===== config.mk =====
export PLATFORM = sky130hd
export DESIGN_NAME = hiefl_top
export DESIGN_NICKNAME = d
export VERILOG_FILES = /design/src/core/hiefl_pkg.sv /design/src/core/hiefl_cmp.sv /design/src/core/hiefl_top.sv
export SDC_FILE = /design/constraint.sdc
export NUM_CORES = 1
export LEC_CHECK = 0
export BUFFER_PORTS_ARGS = -buffer_cell sky130_fd_sc_hd__buf_4
export CAP_MARGIN = 5
export CORE_MARGIN = 8
export CORE_UTILIZATION = 45
export CTS_CLUSTER_DIAMETER = 50
export DETAILED_ROUTE_END_ITERATION = 8
export GPL_ROUTABILITY_DRIVEN = 0
export PLACE_DENSITY = 0.71
export SLEW_MARGIN = 0
export SYNTH_ARGS = -nofsm -noshare
export SYNTH_HDL_FRONTEND = slang
export SYNTH_SLANG_ARGS = --single-unit

===== constraint.sdc =====
create_clock -name mclk -period 7.3 [get_ports mclk]
set_input_delay 0.73 -clock mclk [delete_from_list [all_inputs] [get_ports mclk]]
set_output_delay 0.73 -clock mclk [all_outputs]
set_load 0.01 [all_outputs]

===== src/core/hiefl_pkg.sv =====
// Package with the register map, field layout and reset values of the host interrupt gating block.
// How it works
// - Enabled pending status bits drive the request output.
// - Status sources record regardless; software bit follows enable.
// - Enable bits share the status register layout.
// - Bits 31..29: software, ready, timestamp; reset zero.
// - Bits 28..26: switch engine, port2, port1 PHY.
// - Bits 25, 24: transmitter and receiver stopped.
// - Bits 23, 21, 20: drop-half, tx completion, rx DMA.
// - Bits 19, 17, 16: timer, power event, status overflow.
// - Bits 15..12: watchdog, rx error, tx error, GPIO.
// - Bits 10..7: overrun, space available, status full, level.
// - Bits 6, 4, 3: dropped frame, rx full, rx level.
// - Level bits 31:24: tx free blocks threshold, reset 48h.
// - Level bits 23:16: tx status words threshold, reset 00h.
// - Level bits 7:0: rx status words threshold, reset zero.
// - Space-available event when free space exceeds level.
package hiefl_pkg;
    localparam logic [7:0]  HIEFL_OFS_ENABLE   = 8'h5C;
    localparam logic [7:0]  HIEFL_OFS_LEVEL    = 8'h68;
    localparam logic [31:0] HIEFL_ENABLE_WMASK = 32'hFFBB_FFF8;
    localparam logic [31:0] HIEFL_ENABLE_RST   = 32'h0000_0000;
    localparam logic [31:0] HIEFL_LEVEL_RST    = 32'h4800_0000;
    localparam int          HIEFL_BIT_SW       = 31;
    localparam int          HIEFL_BIT_TXSPACE  = 9;
    localparam int          HIEFL_BIT_TXLEVEL  = 7;
    localparam int          HIEFL_BIT_RXLEVEL  = 3;
    localparam int          HIEFL_TXLVL_LSB    = 24;
    localparam int          HIEFL_TSLVL_LSB    = 16;
    localparam int          HIEFL_RSLVL_LSB    = 0;
    localparam int          HIEFL_LVL_W        = 8;

    typedef struct packed {
        logic [31:0] enable_r;
        logic [31:0] level_r;
        logic [31:0] rdata_r;
        logic        rvalid_r;
        logic        irq_r;
        logic        tx_space_r;
        logic        tx_stat_r;
        logic        rx_stat_r;
    } hiefl_state_t;
endpackage


===== src/core/hiefl_cmp.sv =====
// Threshold comparator: flags a fill or free count strictly above a programmed level.
module hiefl_cmp #(
    parameter int W = 8
) (
    input  wire logic [W-1:0] count,
    input  wire logic [W-1:0] level,
    output logic              above
);
    assign above = count > level;
endmodule


===== src/core/hiefl_top.sv =====
// Host interrupt enable and FIFO level threshold block with its register port.
module hiefl_top
    import hiefl_pkg::*;
#(
    parameter int CNT_W = HIEFL_LVL_W
) (
    input  wire logic              mclk,
    input  wire logic              rst_n,
    input  wire logic [7:0]        reg_addr,
    input  wire logic              reg_wr,
    input  wire logic              reg_rd,
    input  wire logic [31:0]       reg_wdata,
    output logic      [31:0]       reg_rdata,
    output logic                   reg_rvalid,
    input  wire logic [31:0]       interrupt_status,
    input  wire logic [CNT_W-1:0]  tx_free_blocks,
    input  wire logic [CNT_W-1:0]  tx_status_used,
    input  wire logic [CNT_W-1:0]  rx_status_used,
    output logic                   tx_space_available_event,
    output logic                   tx_status_level_event,
    output logic                   rx_status_level_event,
    output logic                   software_irq_enable,
    output logic                   irq
);
    logic         rst_meta_r;
    logic         rst_sync_n;
    hiefl_state_t st_r;
    hiefl_state_t st_nxt;
    logic         tx_above;
    logic         ts_above;
    logic         rs_above;

    // The release is synchronised so that no flop leaves reset on a different edge than its neighbours.
    always_ff @(posedge mclk or negedge rst_n) begin
        if (!rst_n) begin
            rst_meta_r <= 1'b0;
            rst_sync_n <= 1'b0;
        end else begin
            rst_meta_r <= 1'b1;
            rst_sync_n <= rst_meta_r;
        end
    end

    hiefl_cmp #(.W(CNT_W)) u_cmp_tx (
        .count (tx_free_blocks),
        .level (st_r.level_r[HIEFL_TXLVL_LSB +: CNT_W]),
        .above (tx_above)
    );
    hiefl_cmp #(.W(CNT_W)) u_cmp_ts (
        .count (tx_status_used),
        .level (st_r.level_r[HIEFL_TSLVL_LSB +: CNT_W]),
        .above (ts_above)
    );
    hiefl_cmp #(.W(CNT_W)) u_cmp_rs (
        .count (rx_status_used),
        .level (st_r.level_r[HIEFL_RSLVL_LSB +: CNT_W]),
        .above (rs_above)
    );

    always_comb begin
        st_nxt = st_r;
        // Reserved writable bits are stored as written; keeping them zero is up to software.
        if (reg_wr) begin
            if (reg_addr == HIEFL_OFS_ENABLE) begin
                st_nxt.enable_r = reg_wdata & HIEFL_ENABLE_WMASK;
            end else if (reg_addr == HIEFL_OFS_LEVEL) begin
                st_nxt.level_r = reg_wdata;
            end
        end
        st_nxt.rvalid_r = reg_rd;
        if (reg_rd) begin
            if (reg_addr == HIEFL_OFS_ENABLE) begin
                st_nxt.rdata_r = st_r.enable_r;
            end else if (reg_addr == HIEFL_OFS_LEVEL) begin
                st_nxt.rdata_r = st_r.level_r;
            end else begin
                st_nxt.rdata_r = 32'h0000_0000;
            end
        end
        // One bitwise gate serves every source, so each enable sits at its status bit position.
        st_nxt.irq_r      = |(interrupt_status & st_r.enable_r);
        st_nxt.tx_space_r = tx_above;
        st_nxt.tx_stat_r  = ts_above;
        st_nxt.rx_stat_r  = rs_above;
    end

    always_ff @(posedge mclk or negedge rst_sync_n) begin
        if (!rst_sync_n) begin
            st_r <= '{enable_r: HIEFL_ENABLE_RST, level_r: HIEFL_LEVEL_RST, default: '0};
        end else begin
            st_r <= st_nxt;
        end
    end

    assign reg_rdata                = st_r.rdata_r;
    assign reg_rvalid               = st_r.rvalid_r;
    assign irq                      = st_r.irq_r;
    assign tx_space_available_event = st_r.tx_space_r;
    assign tx_status_level_event    = st_r.tx_stat_r;
    assign rx_status_level_event    = st_r.rx_stat_r;
    // The status register outside only latches a software request while this bit is set.
    assign software_irq_enable      = st_r.enable_r[HIEFL_BIT_SW];

    // Every output is registered, so the checks below that tie an output to its cause look one edge back for it.

    // Interrupt request gating.
    chk_irq_follows_pair: assert property (@(posedge mclk) disable iff (!rst_sync_n)
        1'b1 |=> (irq == |($past(interrupt_status) & $past(st_r.enable_r))))
        else $error("irq does not follow enabled status");

    chk_irq_masked_low: assert property (@(posedge mclk) disable iff (!rst_sync_n)
        (st_r.enable_r == 32'h0000_0000) [*2] |-> !irq)
        else $error("irq high with all enables clear");

    chk_irq_drops: assert property (@(posedge mclk) disable iff (!rst_sync_n)
        (interrupt_status & st_r.enable_r) == 32'h0000_0000 |=> !irq)
        else $error("irq stays high with no enabled status");

    chk_irq_rise_cause: assert property (@(posedge mclk) disable iff (!rst_sync_n)
        $rose(irq) |-> |($past(interrupt_status) & $past(st_r.enable_r)))
        else $error("irq rose without an enabled status");

    chk_irq_fall_cause: assert property (@(posedge mclk) disable iff (!rst_sync_n)
        $fell(irq) |-> (|($past(interrupt_status) & $past(st_r.enable_r))) == 1'b0)
        else $error("irq fell while an enabled status remained");

    chk_sw_gate: assert property (@(posedge mclk) disable iff (!rst_sync_n)
        interrupt_status[HIEFL_BIT_SW] && st_r.enable_r[HIEFL_BIT_SW] |=> irq)
        else $error("software source does not reach irq");

    chk_tx_space_gate: assert property (@(posedge mclk) disable iff (!rst_sync_n)
        interrupt_status[HIEFL_BIT_TXSPACE] && st_r.enable_r[HIEFL_BIT_TXSPACE] |=> irq)
        else $error("tx space source does not reach irq");

    chk_tx_level_gate: assert property (@(posedge mclk) disable iff (!rst_sync_n)
        interrupt_status[HIEFL_BIT_TXLEVEL] && st_r.enable_r[HIEFL_BIT_TXLEVEL] |=> irq)
        else $error("tx status level source does not reach irq");

    chk_rx_level_gate: assert property (@(posedge mclk) disable iff (!rst_sync_n)
        interrupt_status[HIEFL_BIT_RXLEVEL] && st_r.enable_r[HIEFL_BIT_RXLEVEL] |=> irq)
        else $error("rx status level source does not reach irq");

    // Enable register and the exported software enable.
    chk_enable_write_mask: assert property (@(posedge mclk) disable iff (!rst_sync_n)
        reg_wr && reg_addr == HIEFL_OFS_ENABLE |=> st_r.enable_r == ($past(reg_wdata) & HIEFL_ENABLE_WMASK))
        else $error("enable write not masked");

    chk_reserved_zero: assert property (@(posedge mclk) disable iff (!rst_sync_n)
        (st_r.enable_r & ~HIEFL_ENABLE_WMASK) == 32'h0000_0000)
        else $error("reserved enable bit set");

    chk_enable_hold: assert property (@(posedge mclk) disable iff (!rst_sync_n)
        !(reg_wr && reg_addr == HIEFL_OFS_ENABLE) |=> $stable(st_r.enable_r))
        else $error("enable register changed without a write");

    chk_sw_enable_out: assert property (@(posedge mclk) disable iff (!rst_sync_n)
        reg_wr && reg_addr == HIEFL_OFS_ENABLE |=> software_irq_enable == $past(reg_wdata[HIEFL_BIT_SW]))
        else $error("software enable not shown");

    chk_sw_enable_hold: assert property (@(posedge mclk) disable iff (!rst_sync_n)
        !(reg_wr && reg_addr == HIEFL_OFS_ENABLE) |=> $stable(software_irq_enable))
        else $error("software enable changed without a write");

    // Reset values, seen at the first edge after the internal release.
    chk_reset_values: assert property (@(posedge mclk) disable iff (!rst_sync_n)
        $rose(rst_sync_n) |-> st_r.enable_r == HIEFL_ENABLE_RST && st_r.level_r == HIEFL_LEVEL_RST)
        else $error("registers not at their reset values");

    chk_reset_outputs: assert property (@(posedge mclk) disable iff (!rst_sync_n)
        $rose(rst_sync_n) |-> !irq && !reg_rvalid && !software_irq_enable && !tx_space_available_event)
        else $error("outputs not quiet after reset");

    // Level register and threshold events; a count equal to its level stays quiet.
    chk_level_write: assert property (@(posedge mclk) disable iff (!rst_sync_n)
        reg_wr && reg_addr == HIEFL_OFS_LEVEL |=> st_r.level_r == $past(reg_wdata))
        else $error("level write lost");

    chk_level_hold: assert property (@(posedge mclk) disable iff (!rst_sync_n)
        !(reg_wr && reg_addr == HIEFL_OFS_LEVEL) |=> $stable(st_r.level_r))
        else $error("level register changed without a write");

    chk_tx_space_cmp: assert property (@(posedge mclk) disable iff (!rst_sync_n)
        1'b1 |=> tx_space_available_event == ($past(tx_free_blocks) > $past(st_r.level_r[HIEFL_TXLVL_LSB +: CNT_W])))
        else $error("tx space event wrong");

    chk_tx_stat_cmp: assert property (@(posedge mclk) disable iff (!rst_sync_n)
        1'b1 |=> tx_status_level_event == ($past(tx_status_used) > $past(st_r.level_r[HIEFL_TSLVL_LSB +: CNT_W])))
        else $error("tx status level event wrong");

    chk_rx_stat_cmp: assert property (@(posedge mclk) disable iff (!rst_sync_n)
        1'b1 |=> rx_status_level_event == ($past(rx_status_used) > $past(st_r.level_r[HIEFL_RSLVL_LSB +: CNT_W])))
        else $error("rx status level event wrong");

    chk_tx_space_ceiling: assert property (@(posedge mclk) disable iff (!rst_sync_n)
        &st_r.level_r[HIEFL_TXLVL_LSB +: CNT_W] |=> !tx_space_available_event)
        else $error("tx space event above the largest level");

    chk_tx_stat_ceiling: assert property (@(posedge mclk) disable iff (!rst_sync_n)
        &st_r.level_r[HIEFL_TSLVL_LSB +: CNT_W] |=> !tx_status_level_event)
        else $error("tx status event above the largest level");

    chk_rx_stat_ceiling: assert property (@(posedge mclk) disable iff (!rst_sync_n)
        &st_r.level_r[HIEFL_RSLVL_LSB +: CNT_W] |=> !rx_status_level_event)
        else $error("rx status event above the largest level");

    // Register read port.
    chk_read_enable: assert property (@(posedge mclk) disable iff (!rst_sync_n)
        reg_rd && reg_addr == HIEFL_OFS_ENABLE |=> reg_rvalid && reg_rdata == $past(st_r.enable_r))
        else $error("enable readback wrong");

    chk_read_level: assert property (@(posedge mclk) disable iff (!rst_sync_n)
        reg_rd && reg_addr == HIEFL_OFS_LEVEL |=> reg_rvalid && reg_rdata == $past(st_r.level_r))
        else $error("level readback wrong");

    chk_read_unmapped: assert property (@(posedge mclk) disable iff (!rst_sync_n)
        reg_rd && reg_addr != HIEFL_OFS_ENABLE && reg_addr != HIEFL_OFS_LEVEL |=> reg_rdata == 32'h0000_0000)
        else $error("unmapped read not zero");

    chk_rvalid_pulse: assert property (@(posedge mclk) disable iff (!rst_sync_n)
        1'b1 |=> reg_rvalid == $past(reg_rd))
        else $error("read valid does not follow the read strobe");

    chk_rdata_hold: assert property (@(posedge mclk) disable iff (!rst_sync_n)
        !reg_rd |=> $stable(reg_rdata))
        else $error("read data changed without a read");
endmodule


==> PnR_summary.wiki <==
{| class="wikitable"
! Metric !! Value
|-
| Status || complete, no violations
|-
| Global Route Usage Sum || 16.7%
|-
| CP Data Required Time || 7550 ps
|-
| Sequential Power Share || 54.4%
|-
| Setup Skew || 11.7 ps
|-
| Post-Synthesis Cell Area || 4880 sq um
|-
| Count of synthesis-stage warnings from yosys || 0
|-
| Count of TritonRoute iterations in the first routing pass || 4
|-
| Number of enable-type register cells in the synthesized netlist || 0
|-
| Post-synth ARST share || 100%
|-
| Iter 0 DRT Violations || 159
|-
| DP Wirelength || 8740 microns
|-
| Share of the yosys chip area belonging to registers || 50.3%
|-
| Power density cells || 180 nW/um^2
|-
| Worst Path Arrival || 2390 ps
|-
| Overall die area || 14400 sq um
|-
| Clock power frac || 34.4%
|-
| DRC violation count after routing || 0
|-
| Number of antenna violations at the first check in global routing || 0
|-
| Clock root buffer || clkbuf_8
|-
| Fin nets || 598
|-
| Global-route wire length before repair || 18900 microns
|-
| Number of standard cells after synthesis || 374
|-
| Worst voltage drop across the vdd grid || 0.000101 V
|-
| TritonCTS clock tree || built
|-
| Routed wire per std cell || 19.5 microns
|-
| Static power due to leakage || 3.05 nW
|-
| Skew-Pair Late Insertion Delay || 360 ps
|-
| Post-synthesis sequential element count || 98
|-
| Commonest register cell after synthesis || dfrtp_1
|-
| Max Root-Sink Buffers || 2
|-
| Number of CTS-inserted buffers || 9
|-
| Via density per instance || 5.33
|-
| Pin count of the biggest net entering global routing || 56
|-
| Area growth from synthesis to layout || 21.9%
|-
| Synth cell types || 32
|-
| Count of endpoints failing setup in the final report || 0
|-
| Site Rows || 38
|-
| Highest fanout seen on the critical path || 32
|-
| Antenna Nets Post-Route || 0
|-
| Starting density of the core || 45.6%
|-
| Via count of the first global-routing pass || 3655
|-
| Buffer count from post-CTS setup fixing || 0
|-
| Worst setup slack after placement || 4770 ps
|-
| Setup_tns || 0 ps
|-
| Fraction of final layout cells with drive strength greater than 1 || 45.9%
|-
| Total number of clock tree sinks || 98
|-
| Hold Violations, Final || 0
|-
| Via count || 3300
|-
| Post-Syn Area per Cell || 13.1 sq um
|-
| Number of levels in the clock H-tree || 3
|-
| Hold WC Path Type || in -> async
|-
| Slew at the pin closest to its max-slew limit || 936 ps
|-
| Clock edge transition at the registers on the reported setup and hold paths || 100 ps
|-
| Net Sw Power || 0.258 mW
|-
| Gate power share || 11.1%
|-
| PortBufs || 132
|-
| Kind of end point of the critical path || register
|-
| Internal cell power || 0.813 mW
|-
| Remaining global-route overflow || 0
|-
| Fraction of power spent switching nets || 24.1%
|-
| IO Pins || 138
|-
| Number of resized instances in the post-cts repair step || 0
|-
| Ant diodes || 0
|-
| Final number of max-transition violations || 0
|-
| Crit path setup slack, layout || 5160 ps
|-
| Worst Setup Start Kind || primary input
|-
| Setup repair after global routing missed its margin || no
|-
| Hold bufs inserted after CTS || 0
|-
| Worst setup path category || in -> reg
|-
| Max Cap Violations || 0
|-
| Normalized max-slew margin || 37.4%
|-
| Post-Synthesis Net Count || 498
|-
| Fmax || 468 MHz
|-
| Reg2Reg Setup Slack || 5760 ps
|-
| Overall die height || 120 microns
|-
| Final critical path time including I/O delays and setup || 2140 ps
|-
| Die outline width || 120 microns
|-
| Final cycle utilization of the critical path || 29.3%
|-
| Core region area || 10700 sq um
|-
| Wirelength, routed || 12100 microns
|}
[stage by stage]
step	util [%]	total power, mW	instances	instance area [sq um]	hold WS (ps)
after CTS	55.7	1.08	619	5950	103
after floorplan	-	0.643	374	4880	331
after detailed placement	53.7	0.715	603	5740	335
after global routing	55.7	1.12	619	5950	102
after global placement	53.7	0.709	603	5740	332
final	55.7	1.07	619	5950	126
[metal layers]
layer | part of all wire, % | GRT usage [%] | routed length [microns]
met1 | 42 | 19.5 | 5070
met2 | 51 | 29.0 | 6160
met3 | 5.8 | 4.24 | 701
met4 | 1.3 | 6.40 | 159
met5 | 0 | 0 | 0
[synthesized netlist by cell type (3+ instances only)]
cell type / number / area, sq um
dfrtp_1: 96 / 2400
nor2b_1: 33 / 206
buf_4: 32 / 240
mux2_4: 30 / 450
mux2_2: 29 / 327
inv_1: 28 / 105
a221o_1: 27 / 270
ha_1: 24 / 300
a22oi_1: 10 / 75.1
nand4_1: 10 / 62.6
clkbuf_1: 8 / 30.0
a21oi_1: 6 / 30.0
a22o_1: 6 / 52.6
nor2_1: 4 / 15.0
a21o_1: 3 / 22.5
a31oi_1: 3 / 18.8
buf_12: 3 / 60.1
o211ai_1: 3 / 22.5
o21ai_0: 3 / 15.0
[final cells by class]
class	instances	area, sq um
fill	923	4740
clock buffer	11	151
clock inverter	5	62.6
tap	140	175
timing repair buffer	135	1010
multi-input combinational	202	1990
inverter	28	105
sequential	98	2460
[worst max-delay path: stages]
cell and delay [ps]:
buf_4 110, nor2_2 140, nand4_2 160, or4b_4 840, mux2_4 410
[power by group through the flow]
stage | registers, mW | logic [mW] | clock network [mW]
final | 0.582 | 0.119 | 0.369
after global routing | 0.586 | 0.133 | 0.399
after CTS | 0.583 | 0.121 | 0.379
after detailed placement | 0.594 | 0.121 | 0
after global placement | 0.592 | 0.117 | 0
after floorplan | 0.593 | 0.0506 | 0
[registers in the layout (all words and copies together) (netlist names)]
name and flops:
irq 1, reg_rdata 32, reg_rvalid 1, rst_meta_r 1, rst_sync_n 1, rx_status_level_event 1, software_irq_enable 1, st_r 58
tx_space_available_event 1, tx_status_level_event 1
[kinds of logic after synthesis]
family	share of synthesized area, %
other	0.0768
multiplexers	15.9
AND/OR/NAND/NOR	7.48
adder cells (fa/ha/maj)	6.15
AO/OA/AOI/OAI	10.8
buffers and inverters	9.35
flip-flops	50.3
[worst paths after layout]
check | end | cells after the start | startpoint
max in group asynchronous | reg_rdata[11]$_DFFE_PN0P_ | 1 | rst_sync_n$_DFF_PN0_
hold / removal | rst_sync_n$_DFF_PN0_ | 1 | rst_n
setup reg to reg | irq$_DFF_PN0_ | 4 | st_r[98]$_DFFE_PN0P_
min in group mclk | rst_sync_n$_DFF_PN0_ | 0 | rst_meta_r$_DFF_PN0_
hold reg to reg | st_r[49]$_DFFE_PN0P_ | 0 | rst_sync_n$_DFF_PN0_
setup / recovery | st_r[39]$_DFFE_PN0P_ | 5 | reg_addr[1]
[cell usage in the layout (no fill, tap or decap), types with 3 or more instances in the layout]
| cell type | Yosys | routed |
|---|---|---|
| buf_4 | 32 | 135 |
| dfrtp_1 | 96 | 95 |
| nor2b_1 | 33 | 33 |
| mux2_4 | 30 | 30 |
| mux2_2 | 29 | 29 |
| inv_1 | 28 | 28 |
| a221o_1 | 27 | 27 |
| ha_1 | 24 | 24 |
| clkbuf_8 | 0 | 11 |
| a22oi_1 | 10 | 10 |
| nand4_1 | 10 | 10 |
| a22o_1 | 6 | 6 |
| a21oi_1 | 6 | 6 |
| o21ai_0 | 3 | 3 |
| o211ai_1 | 3 | 3 |
| a21o_1 | 3 | 3 |
| nor2_1 | 4 | 3 |
| a31oi_1 | 3 | 3 |
No activity file was read; power rests on OpenSTA's default activity.
